$ cat src/hdl/pia_pkg.sv
package pia_pkg;

    // ----------------------------------------------------------------
    // sizes and encodings
    // ----------------------------------------------------------------
    localparam int NUM_SRC      = 32;
    localparam int NUM_PERIPH   = 30;
    localparam int IDX_W        = 5;
    localparam int ID_W         = 6;
    localparam int PRIO_W       = 5;
    localparam int SW_SRC_IDX   = 30;
    localparam int TMR_SRC_IDX  = 31;

    localparam logic [ID_W-1:0]    ID_NONE    = 6'h00;
    localparam logic [ID_W-1:0]    ID_BASE    = 6'h01;
    localparam logic [PRIO_W-1:0]  PRIO_NONE  = 5'h00;
    localparam logic [NUM_SRC-1:0] MASK_RESET = 32'h0000_0000;

    typedef logic [NUM_SRC-1:0][PRIO_W-1:0] prio_arr_t;
    typedef logic [NUM_SRC-1:0]             src_vec_t;

    // request or completion: valid plus source identifier
    typedef struct packed {
        logic            vld;
        logic [ID_W-1:0] id;
    } irq_req_s;

    // arbitration outcome
    typedef struct packed {
        logic              vld;
        logic [IDX_W-1:0]  idx;
        logic [PRIO_W-1:0] prio;
    } arb_s;

    localparam irq_req_s REQ_IDLE = '{vld: 1'b0, id: ID_NONE};

    // ----------------------------------------------------------------
    // highest priority among masked sources strictly above floor;
    // scanning upward with a strict compare keeps the lower index on a tie
    // ----------------------------------------------------------------
    function automatic arb_s arbitrate(input src_vec_t mask, input prio_arr_t prio,
                                       input logic [PRIO_W-1:0] floor_prio);
        arb_s res;
        res = '{vld: 1'b0, idx: '0, prio: PRIO_NONE};
        for (int i = 0; i < NUM_SRC; i++) begin
            if (mask[i] && prio[i] > floor_prio && (!res.vld || prio[i] > res.prio)) begin
                res.vld  = 1'b1;
                res.idx  = IDX_W'(i);
                res.prio = prio[i];
            end
        end
        return res;
    endfunction

    function automatic src_vec_t onehot(input logic [IDX_W-1:0] idx);
        src_vec_t v;
        v      = '0;
        v[idx] = 1'b1;
        return v;
    endfunction

    function automatic logic [ID_W-1:0] idx_to_id(input logic [IDX_W-1:0] idx);
        return {1'b0, idx} + ID_BASE;
    endfunction

endpackage

$ cat src/hdl/platform_interrupt_arbiter.sv
`timescale 1ns/100ps
// Overview of operation
// - thirty-two independent source lines, each ranked in the arbitration of the one target DELEG_IN selects.
// - source identifiers start at 1; identifier 0 means no request or completion.
// - each source has a 5-bit priority, 31 most urgent, sharing allowed.
// - among equal priorities the smaller identifier wins.
// - a source is forwarded only with its enable set.
// - a programmable threshold withholds sources that do not clear it.
// - each dispatch is a request pulse of exactly one clock.
// - at most one request at a time, machine target first, each target's highest-ranked eligible source.
// - a source in service is not dispatched again.
// - a rising edge on a source sets its pending flag.
// - every request carries the dispatched source identifier for vectoring.
// - higher priority preempts a handler; core disables nesting during context save.
// - peripheral, software and timer interrupts are arbitrated together.
// - machine and supervisor targets, with per-source delegation to supervisor.
module platform_interrupt_arbiter (
    input  wire logic                           REF_CLK_IN,
    input  wire logic                           NRST_IN,
    input  wire logic [pia_pkg::NUM_PERIPH-1:0] PERIPH_IRQ_IN,
    input  wire logic                           SW_IRQ_IN,
    input  wire logic                           TMR_IRQ_IN,
    input  wire pia_pkg::src_vec_t              SRC_EN_IN,
    input  wire pia_pkg::src_vec_t              DELEG_IN,
    input  wire pia_pkg::prio_arr_t             PRIO_IN,
    input  wire logic [pia_pkg::PRIO_W-1:0]     M_THRESH_IN,
    input  wire logic [pia_pkg::PRIO_W-1:0]     S_THRESH_IN,
    input  wire logic                           NEST_EN_IN,
    input  wire pia_pkg::irq_req_s              CMPL_IN,
    output pia_pkg::irq_req_s                   M_REQ_OUT,
    output pia_pkg::irq_req_s                   S_REQ_OUT,
    output pia_pkg::src_vec_t                   PEND_OUT,
    output pia_pkg::src_vec_t                   ISV_OUT
);
    import pia_pkg::*;

    // ----------------------------------------------------------------
    // source sampling
    // ----------------------------------------------------------------
    logic [NUM_PERIPH-1:0] meta_q;
    logic [NUM_PERIPH-1:0] sync_q;
    src_vec_t              prev_q;
    src_vec_t              src_now;
    src_vec_t              rise;

    // peripheral lines are asynchronous; software and timer lines share our clock
    always_ff @(posedge REF_CLK_IN or negedge NRST_IN) begin
        if (!NRST_IN) begin
            meta_q <= '0;
            sync_q <= '0;
        end else begin
            meta_q <= PERIPH_IRQ_IN;
            sync_q <= meta_q;
        end
    end

    assign src_now = {TMR_IRQ_IN, SW_IRQ_IN, sync_q};
    assign rise    = src_now & ~prev_q;

    always_ff @(posedge REF_CLK_IN or negedge NRST_IN) begin
        if (!NRST_IN) begin
            prev_q <= MASK_RESET;
        end else begin
            prev_q <= src_now;
        end
    end

    // ----------------------------------------------------------------
    // arbitration
    // ----------------------------------------------------------------
    src_vec_t          pend_q;
    src_vec_t          pend_d;
    src_vec_t          isv_q;
    src_vec_t          isv_d;
    src_vec_t          isv_s_q;
    src_vec_t          isv_s_d;
    src_vec_t          ready;
    src_vec_t          m_mask;
    src_vec_t          s_mask;
    arb_s              m_isv;
    arb_s              s_isv;
    arb_s              m_win;
    arb_s              s_win;
    logic [PRIO_W-1:0] m_floor;
    logic [PRIO_W-1:0] s_floor;
    logic              m_block;
    logic              s_block;
    logic              m_go;
    logic              s_go;
    src_vec_t          m_hit;
    src_vec_t          s_hit;
    src_vec_t          go_mask;
    src_vec_t          cmpl_mask;
    logic              cmpl_ok;
    irq_req_s          m_req_d;
    irq_req_s          s_req_d;

    assign ready  = pend_q & ~isv_q & SRC_EN_IN;
    assign m_mask = ready & ~DELEG_IN;
    assign s_mask = ready & DELEG_IN;

    // highest priority still in service per target; priority 0 never enters service
    assign m_isv  = arbitrate(isv_q & ~isv_s_q, PRIO_IN, PRIO_NONE);
    assign s_isv  = arbitrate(isv_q & isv_s_q, PRIO_IN, PRIO_NONE);

    // preemption needs priority above the running handler
    assign m_floor = (m_isv.vld && m_isv.prio > M_THRESH_IN) ? m_isv.prio : M_THRESH_IN;
    assign s_floor = (s_isv.vld && s_isv.prio > S_THRESH_IN) ? s_isv.prio : S_THRESH_IN;
    // core holds nesting off while saving context
    assign m_block = m_isv.vld & ~NEST_EN_IN;
    assign s_block = s_isv.vld & ~NEST_EN_IN;

    // lower index kept on a tie
    assign m_win = arbitrate(m_mask, PRIO_IN, m_floor);
    assign s_win = arbitrate(s_mask, PRIO_IN, s_floor);

    // machine target first, supervisor only in a cycle with no machine dispatch
    assign m_go  = m_win.vld & ~m_block;
    assign s_go  = s_win.vld & ~s_block & ~m_go;
    assign m_hit = m_go ? onehot(m_win.idx) : MASK_RESET;
    assign s_hit = s_go ? onehot(s_win.idx) : MASK_RESET;
    assign go_mask = m_hit | s_hit;

    assign cmpl_ok   = CMPL_IN.vld && CMPL_IN.id != ID_NONE && CMPL_IN.id <= ID_W'(NUM_SRC);
    assign cmpl_mask = cmpl_ok ? onehot(IDX_W'(CMPL_IN.id - ID_BASE)) : MASK_RESET;

    // a new edge wins over the dispatch clear
    assign pend_d  = (pend_q & ~go_mask) | rise;
    // completion frees the source for its next edge
    assign isv_d   = (isv_q & ~cmpl_mask) | go_mask;
    assign isv_s_d = (isv_s_q & ~cmpl_mask) | s_hit;

    assign m_req_d = m_go ? '{vld: 1'b1, id: idx_to_id(m_win.idx)} : REQ_IDLE;
    assign s_req_d = s_go ? '{vld: 1'b1, id: idx_to_id(s_win.idx)} : REQ_IDLE;

    // ----------------------------------------------------------------
    // state and outputs
    // ----------------------------------------------------------------
    always_ff @(posedge REF_CLK_IN or negedge NRST_IN) begin
        if (!NRST_IN) begin
            pend_q  <= MASK_RESET;
            isv_q   <= MASK_RESET;
            isv_s_q <= MASK_RESET;
        end else begin
            pend_q  <= pend_d;
            isv_q   <= isv_d;
            isv_s_q <= isv_s_d;
        end
    end

    // request registers hold one dispatch per cycle
    always_ff @(posedge REF_CLK_IN or negedge NRST_IN) begin
        if (!NRST_IN) begin
            M_REQ_OUT <= REQ_IDLE;
            S_REQ_OUT <= REQ_IDLE;
            PEND_OUT  <= MASK_RESET;
            ISV_OUT   <= MASK_RESET;
        end else begin
            M_REQ_OUT <= m_req_d;
            S_REQ_OUT <= s_req_d;
            PEND_OUT  <= pend_d;
            ISV_OUT   <= isv_d;
        end
    end

    // ----------------------------------------------------------------
    // checks
    // ----------------------------------------------------------------
    src_vec_t m_tie_lo;
    src_vec_t m_above;
    src_vec_t s_tie_lo;
    src_vec_t s_above;

    // check helpers only: equal priority below the winner, or strictly above it
    for (genvar g = 0; g < NUM_SRC; g++) begin : g_rank
        assign m_tie_lo[g] = m_mask[g] && PRIO_IN[g] == m_win.prio && g < m_win.idx;
        assign m_above[g]  = m_mask[g] && PRIO_IN[g] > m_win.prio;
        assign s_tie_lo[g] = s_mask[g] && PRIO_IN[g] == s_win.prio && g < s_win.idx;
        assign s_above[g]  = s_mask[g] && PRIO_IN[g] > s_win.prio;
    end
endmodule

$ cat config.mk
export PLATFORM = sky130hd
export DESIGN_NAME = platform_interrupt_arbiter
export DESIGN_NICKNAME = d
export VERILOG_FILES = /design/src/hdl/pia_pkg.sv /design/src/hdl/platform_interrupt_arbiter.sv
export SDC_FILE = /design/constraint.sdc
export NUM_CORES = 2
export LEC_CHECK = 0
export BUFFER_PORTS_ARGS = -buffer_cell sky130_fd_sc_hd__buf_2
export CAP_MARGIN = 20
export CORE_MARGIN = 2
export CORE_UTILIZATION = 24
export DETAILED_ROUTE_END_ITERATION = 16
export PLACE_DENSITY_LB_ADDON = 0.1
export SLEW_MARGIN = 20
export SYNTH_ARGS = -nofsm -noshare
export SYNTH_HDL_FRONTEND = slang
export SYNTH_SLANG_ARGS = --single-unit
$ cat constraint.sdc
create_clock -name REF_CLK_IN -period 204.1 [get_ports REF_CLK_IN]
set_input_delay 10.205 -clock REF_CLK_IN [delete_from_list [all_inputs] [get_ports REF_CLK_IN]]
set_output_delay 10.205 -clock REF_CLK_IN [all_outputs]
set_load 0.02 [all_outputs]
-- After elaboration in Yosys (flattened, before gate mapping)
Index checks and enable logic that the tools add are counted.
- bits of input ports: 276
- flip-flop bits (word level): 202
- bitwise gates (word level): 29
- add/subtract/negate cells: 3
- reduce and logical (&&, ||, !) cells: 508
- order comparisons: 229
- multiplexer cells: 141
- operators with widths (operator ; count):
    11-bit two-way mux ; 128
    5-bit greater-than comparator ; 190
    32-bit AND ; 10
    1-bit logical AND ; 259
    32-bit inverter ; 6
    5-bit by 1-bit greater-than comparator with 1-bit output (second input constant) ; 32
    32-bit bitwise OR ; 4
    1-bit zero test ; 124
    1-bit logical OR ; 124
    32-bit two-way mux ; 3
    5-bit by 6-bit less-than comparator with 1-bit output (second input constant) ; 3
    1-bit demux with 5-bit select ; 3
    5-bit by 1-bit greater-or-equal comparator with 1-bit output (second input constant) ; 3
    7-bit two-way mux ; 2
    5-bit by 1-bit adder with 6-bit output (second input constant) ; 2
    5-bit two-way mux ; 2
    6-bit less-or-equal comparator (second input constant) ; 1
    6-bit nonzero test ; 1
    1-bit AND ; 5
    5-bit by 1-bit subtractor with 5-bit output (second input constant) ; 1
    1-bit inverter ; 4
    1-bit two-way mux ; 3

-- Logic depth before layout (Yosys ltp)
- depth after elaboration: 267
- mapped depth: 602
- depth with buffers taken out: 582

-- Worst setup path after synthesis
No wires, ideal clock.
- path type: input-to-reg
- start point: input port PRIO_IN[1] in the netlist's numbering
- end point: register PEND_OUT[13]
- setup slack: 92.344 ns
- setup time: 0.122 ns
- arrival: 111.635 ns
- path buffers: 20
- stages: 545
- path through: buf_6 -> and3_1 -> inv_1 -> ha_1 -> nand4b_1 -> o211a_1 -> o21ai_0 -> nand2_1 -> o21ai_0 -> inv_1 -> ha_1 -> o21ai_0 -> a21oi_1 -> o311ai_0 -> a21o_2 -> mux2_2 -> ha_1 -> and3_1 -> (+509 left out) -> clkbuf_1 -> mux2_2 -> ha_1 -> nor2b_1 -> o21a_1 -> o21ai_0 -> nand2b_1 -> a21oi_1 -> a31oi_1 -> o21ai_0 -> nand2_1 -> nor2_1 -> and2_1 -> nand3_1 -> or2_2 -> nor2_1 -> nand2_1 -> a32o_1
- cells in the longest elaborated chain, start to end: 266
- elaborated cells between the ends (all ways): 785
- those cells by class: order compare (195); mux (136); bitwise (12); reduce/logical (442)
- ends and longest elaborated chain (what ; line ; source):
    start, declared ; platform_interrupt_arbiter.sv:25 ; input wire pia_pkg::prio_arr_t PRIO_IN,
    5-bit by 1-bit greater-than comparator with 1-bit output ; - ;
    1-bit logical AND ; pia_pkg.sv:46 ; if (mask[i] && prio[i] > floor_prio && (!res.vld || prio[i] > res.prio)) begin
    11-bit two-way mux ; pia_pkg.sv:46 ;
    5-bit greater-than comparator / 1-bit zero test (equally long branches) ; pia_pkg.sv:46 ;
    1-bit logical OR ; pia_pkg.sv:46 ;
    1-bit logical AND ; pia_pkg.sv:46 ;
    11-bit two-way mux ; pia_pkg.sv:46 ;
    5-bit greater-than comparator / 1-bit zero test (equally long branches) ; pia_pkg.sv:46 ;
    (+251 left out) ; - ;
    1-bit two-way mux (implied by the code) ; pia_pkg.sv:58 ; v[idx] = 1'b1;
    1-bit demux with 5-bit select ; pia_pkg.sv:58 ;
    32-bit two-way mux (on tied branches) ; platform_interrupt_arbiter.sv:120, platform_interrupt_arbiter.sv:121 ;
    32-bit bitwise OR * ; platform_interrupt_arbiter.sv:122 ; assign go_mask = m_hit | s_hit;
    32-bit inverter * ; platform_interrupt_arbiter.sv:128 ; assign pend_d = (pend_q & ~go_mask) | rise;
    32-bit AND * ; platform_interrupt_arbiter.sv:128 ;
    32-bit bitwise OR * ; platform_interrupt_arbiter.sv:128 ;
    named net pend_d[13] ; platform_interrupt_arbiter.sv:72 ; src_vec_t pend_d;
    end signal, assigned ; platform_interrupt_arbiter.sv:161 ; PEND_OUT <= pend_d;
    end, declared ; platform_interrupt_arbiter.sv:32 ; output pia_pkg::src_vec_t PEND_OUT,
Mark *: on every way through the listed nets, which the timed path passes. The rest lies on a longest branch.

-- Worst setup path after layout
- start point: input port PRIO_IN[3] in the netlist's numbering
- end point: register PEND_OUT[4]
Same word-level chain as after synthesis.

==> summary.txt <==
Floorplanning
  • Core ar.: 204000 µm²
  • Die area: 208000 µm²
  • Die width: 456 µm
  • FP Rows: 166
  • Die height: 456 µm
  • Num ports: 354
  • Starting Density: 24.1%

Clocking
  • Htree depth: 1
  • Post-CTS Setup Bufs: 0
  • Post-CTS resize count: 0
  • Worst-Skew Late Latency: 0.59 ns
  • Cts bufs inserted: 24
  • Worst-path clk slew: 0.07 ns
  • Cts hold-fix bufs: 0
  • Root Buffer: clkbuf_16
  • Maximum clock insertion buffer count: 3
  • Clk sinks: 202
  • TritonCTS clock tree: yes

Synth
  • Yosys cell types: 166
  • Commonest register cell after synthesis: dfrtp_1
  • Most frequent cell after synthesis: ha_1
  • Register area share after synthesis: 10.3%
  • Post-synth top cells: 766 x ha_1, 718 x nand2_1, 537 x nor2_1, 472 x o21ai_0, 439 x inv_1
  • Avg Inst Size Synth: 7.48 µm²
  • Syn Std Cell Area: 49100 µm²
  • Syn. warnings: 0
  • Cells after synthesis: 6568
  • Main area contributors after synthesis: ha_1 20%, dfrtp_1 10%, nand2_1 5.5%, o21ai_0 4.8%, nor2_1 4.1%
  • Yosys reg bits: 202
  • Post-synth top area share: 19.5%
  • Cell taking the most area after synthesis: ha_1
  • Post-synth EDFFs: 0
  • Async S/R FF share, synth: 100%
  • Synthesized Nets: 7610

Global route
  • First-pass GRT wire length: 345 mm
  • Initial antenna violation count: 38
  • Gr usage total: 21.7%
  • Gr ovfl total: 0
  • Pin count of the biggest net entering global routing: 74
  • Vias in the first global route: 50923

Worst setup path
  • Startpoint Class: primary input
  • RR Endpoint: PEND_OUT[4]
  • Crit path launch: PRIO_IN[3]
  • Worst EP required: 204.58 ns
  • CP endpoint: PEND_OUT[4]
  • Critical path's most frequent cell: ha_1
  • Origin of the critical flop-to-flop path: ISV_OUT[0]
  • Reg2reg setup slack: 81.97 ns
  • CP Class: in -> reg
  • Critical Path Sink Type: flop
  • CP max stage delay: 0.86 ns
  • Slowest cell on the critical path: o41ai_4
  • Critical path peak fanout: 21
  • CP Data Arrival Time: 131.74 ns
  • Path depth of the worst reg2reg path: 539

Detailed routing
  • Drc violations: 0
  • DR vias/cell: 5.48
  • Routed len/inst: 24.6 µm
  • Final WL: 236 mm
  • Antenna Nets Post-Route: 0
  • DR iter-0 viols: 3401
  • Drt first pass iters: 6
  • Via count: 52539

Timing
  • Rel. slew slack: 25.9%
  • Max Clk Rate: 7.62 MHz
  • Final setup TNS: 0 ns
  • Worst clock skew: 0.0132 ns
  • Setup violators final: 0
  • RSZ-0062 raised after global routing: false
  • Final Cycle Share: 64.3%
  • Worst-Margin Slew: 1.10 ns
  • Final WS setup: 72.83 ns
  • Final Hold Viols: 0
  • Final min period: 131.27 ns
  • Max-slew violations: 0

Run status
  • Outcome: completed

Job
  • Max Cap Viol: 0

Layout
  • Register area: 5050 µm²
  • Area of the multi-input gates: 41100 µm²
  • Layout cells sized above 1: 13.8%
  • Net count, final: 7897
  • Fillers: 22607
  • Area Growth Syn to Fin: 10.7%

Placement
  • Routability Congestion: 0.900
  • Port bufs: 353
  • Dpl ws: 73.27 ns
  • Final HPWL from detailed placement: 194 mm

Min path
  • Hold depth: 0
  • Tightest Hold Check Type: reg -> reg
## worst min-delay path by stage
stage                    start          to
floorplan            meta_q[0]   sync_q[0]
detailed placement  meta_q[14]  sync_q[14]
finish              meta_q[26]  sync_q[26]
global placement    meta_q[25]  sync_q[25]
global route        meta_q[28]  sync_q[28]
CTS                 meta_q[26]  sync_q[26]
## flip-flops by register name, indices dropped and copies added (netlist names)
name	count
S_REQ_OUT	7
sync_q	30
M_REQ_OUT	7
isv_s_q	32
ISV_OUT	32
prev_q	32
meta_q	30
PEND_OUT	32
## metrics by stage
step	instance area (µm²)	hold slack [ns]	util (%)	std cells
2_1_floorplan	49100	0.331	-	6568
3_3_place_gp	53500	0.332	26.2	9517
3_5_place_dp	53500	0.335	26.2	9517
4_1_cts	54300	0.348	26.6	9560
5_1_grt	54400	0.354	26.6	9576
6_report	54400	0.345	26.7	9582
## per-layer routing
| layer | vias up | wire length [µm] | GRT usage (%) |
|---|---|---|---|
| li1 | 25409 | - | - |
| met4 | 12 | 5700 | 6.09 |
| met2 | 1218 | 115000 | 38.0 |
| met1 | 25682 | 108000 | 28.6 |
| met3 | 218 | 7490 | 1.12 |
| met5 | - | 82 | 0 |
## area by class of cell
class                      count  area share (%)
inverter                     457            3.16
timing repair buffer         419            4.18
multi-input combinational   5751            75.6
tap                         2688            6.19
antenna                       22           0.101
clock buffer                  33            1.24
clock inverter                10           0.212
sequential                   202            9.30
## cells by family after synthesis
group / synth area share [%]
buffers and inverters: 6.23
multiplexers: 5.88
flip-flops: 10.3
adder cells (fa/ha/maj): 19.9
XOR/XNOR: 2.19
AND/OR/NAND/NOR: 25.6
AO/OA/AOI/OAI: 29.9
## placed cells by master (no fill, tap or decap), drive strengths merged, types with 101 or more instances in the layout
master and n:
a21oi 390, a31oi 101, and3 111, buf 419, dfrtp 202, ha 766, inv 443, mux2 150
mux2i 115, nand2 721, nand2b 117, nand3 236, nor2 541, nor2b 143, nor3 131, o21a 140
o21ai 531, xnor2 112
## worst max-delay path, delay by kind of cell
family	cells	cell delay (ns)
adders and majority gates	66	18.85
buffers and inverters	41	4.11
muxes	26	8.76
and+or+nand+nor	161	31.37
AOI/OAI and AO/OA	246	58.18
Power is not shown: default switching activity piles up to over one toggle a cycle in this logic, so the estimate is an artifact.
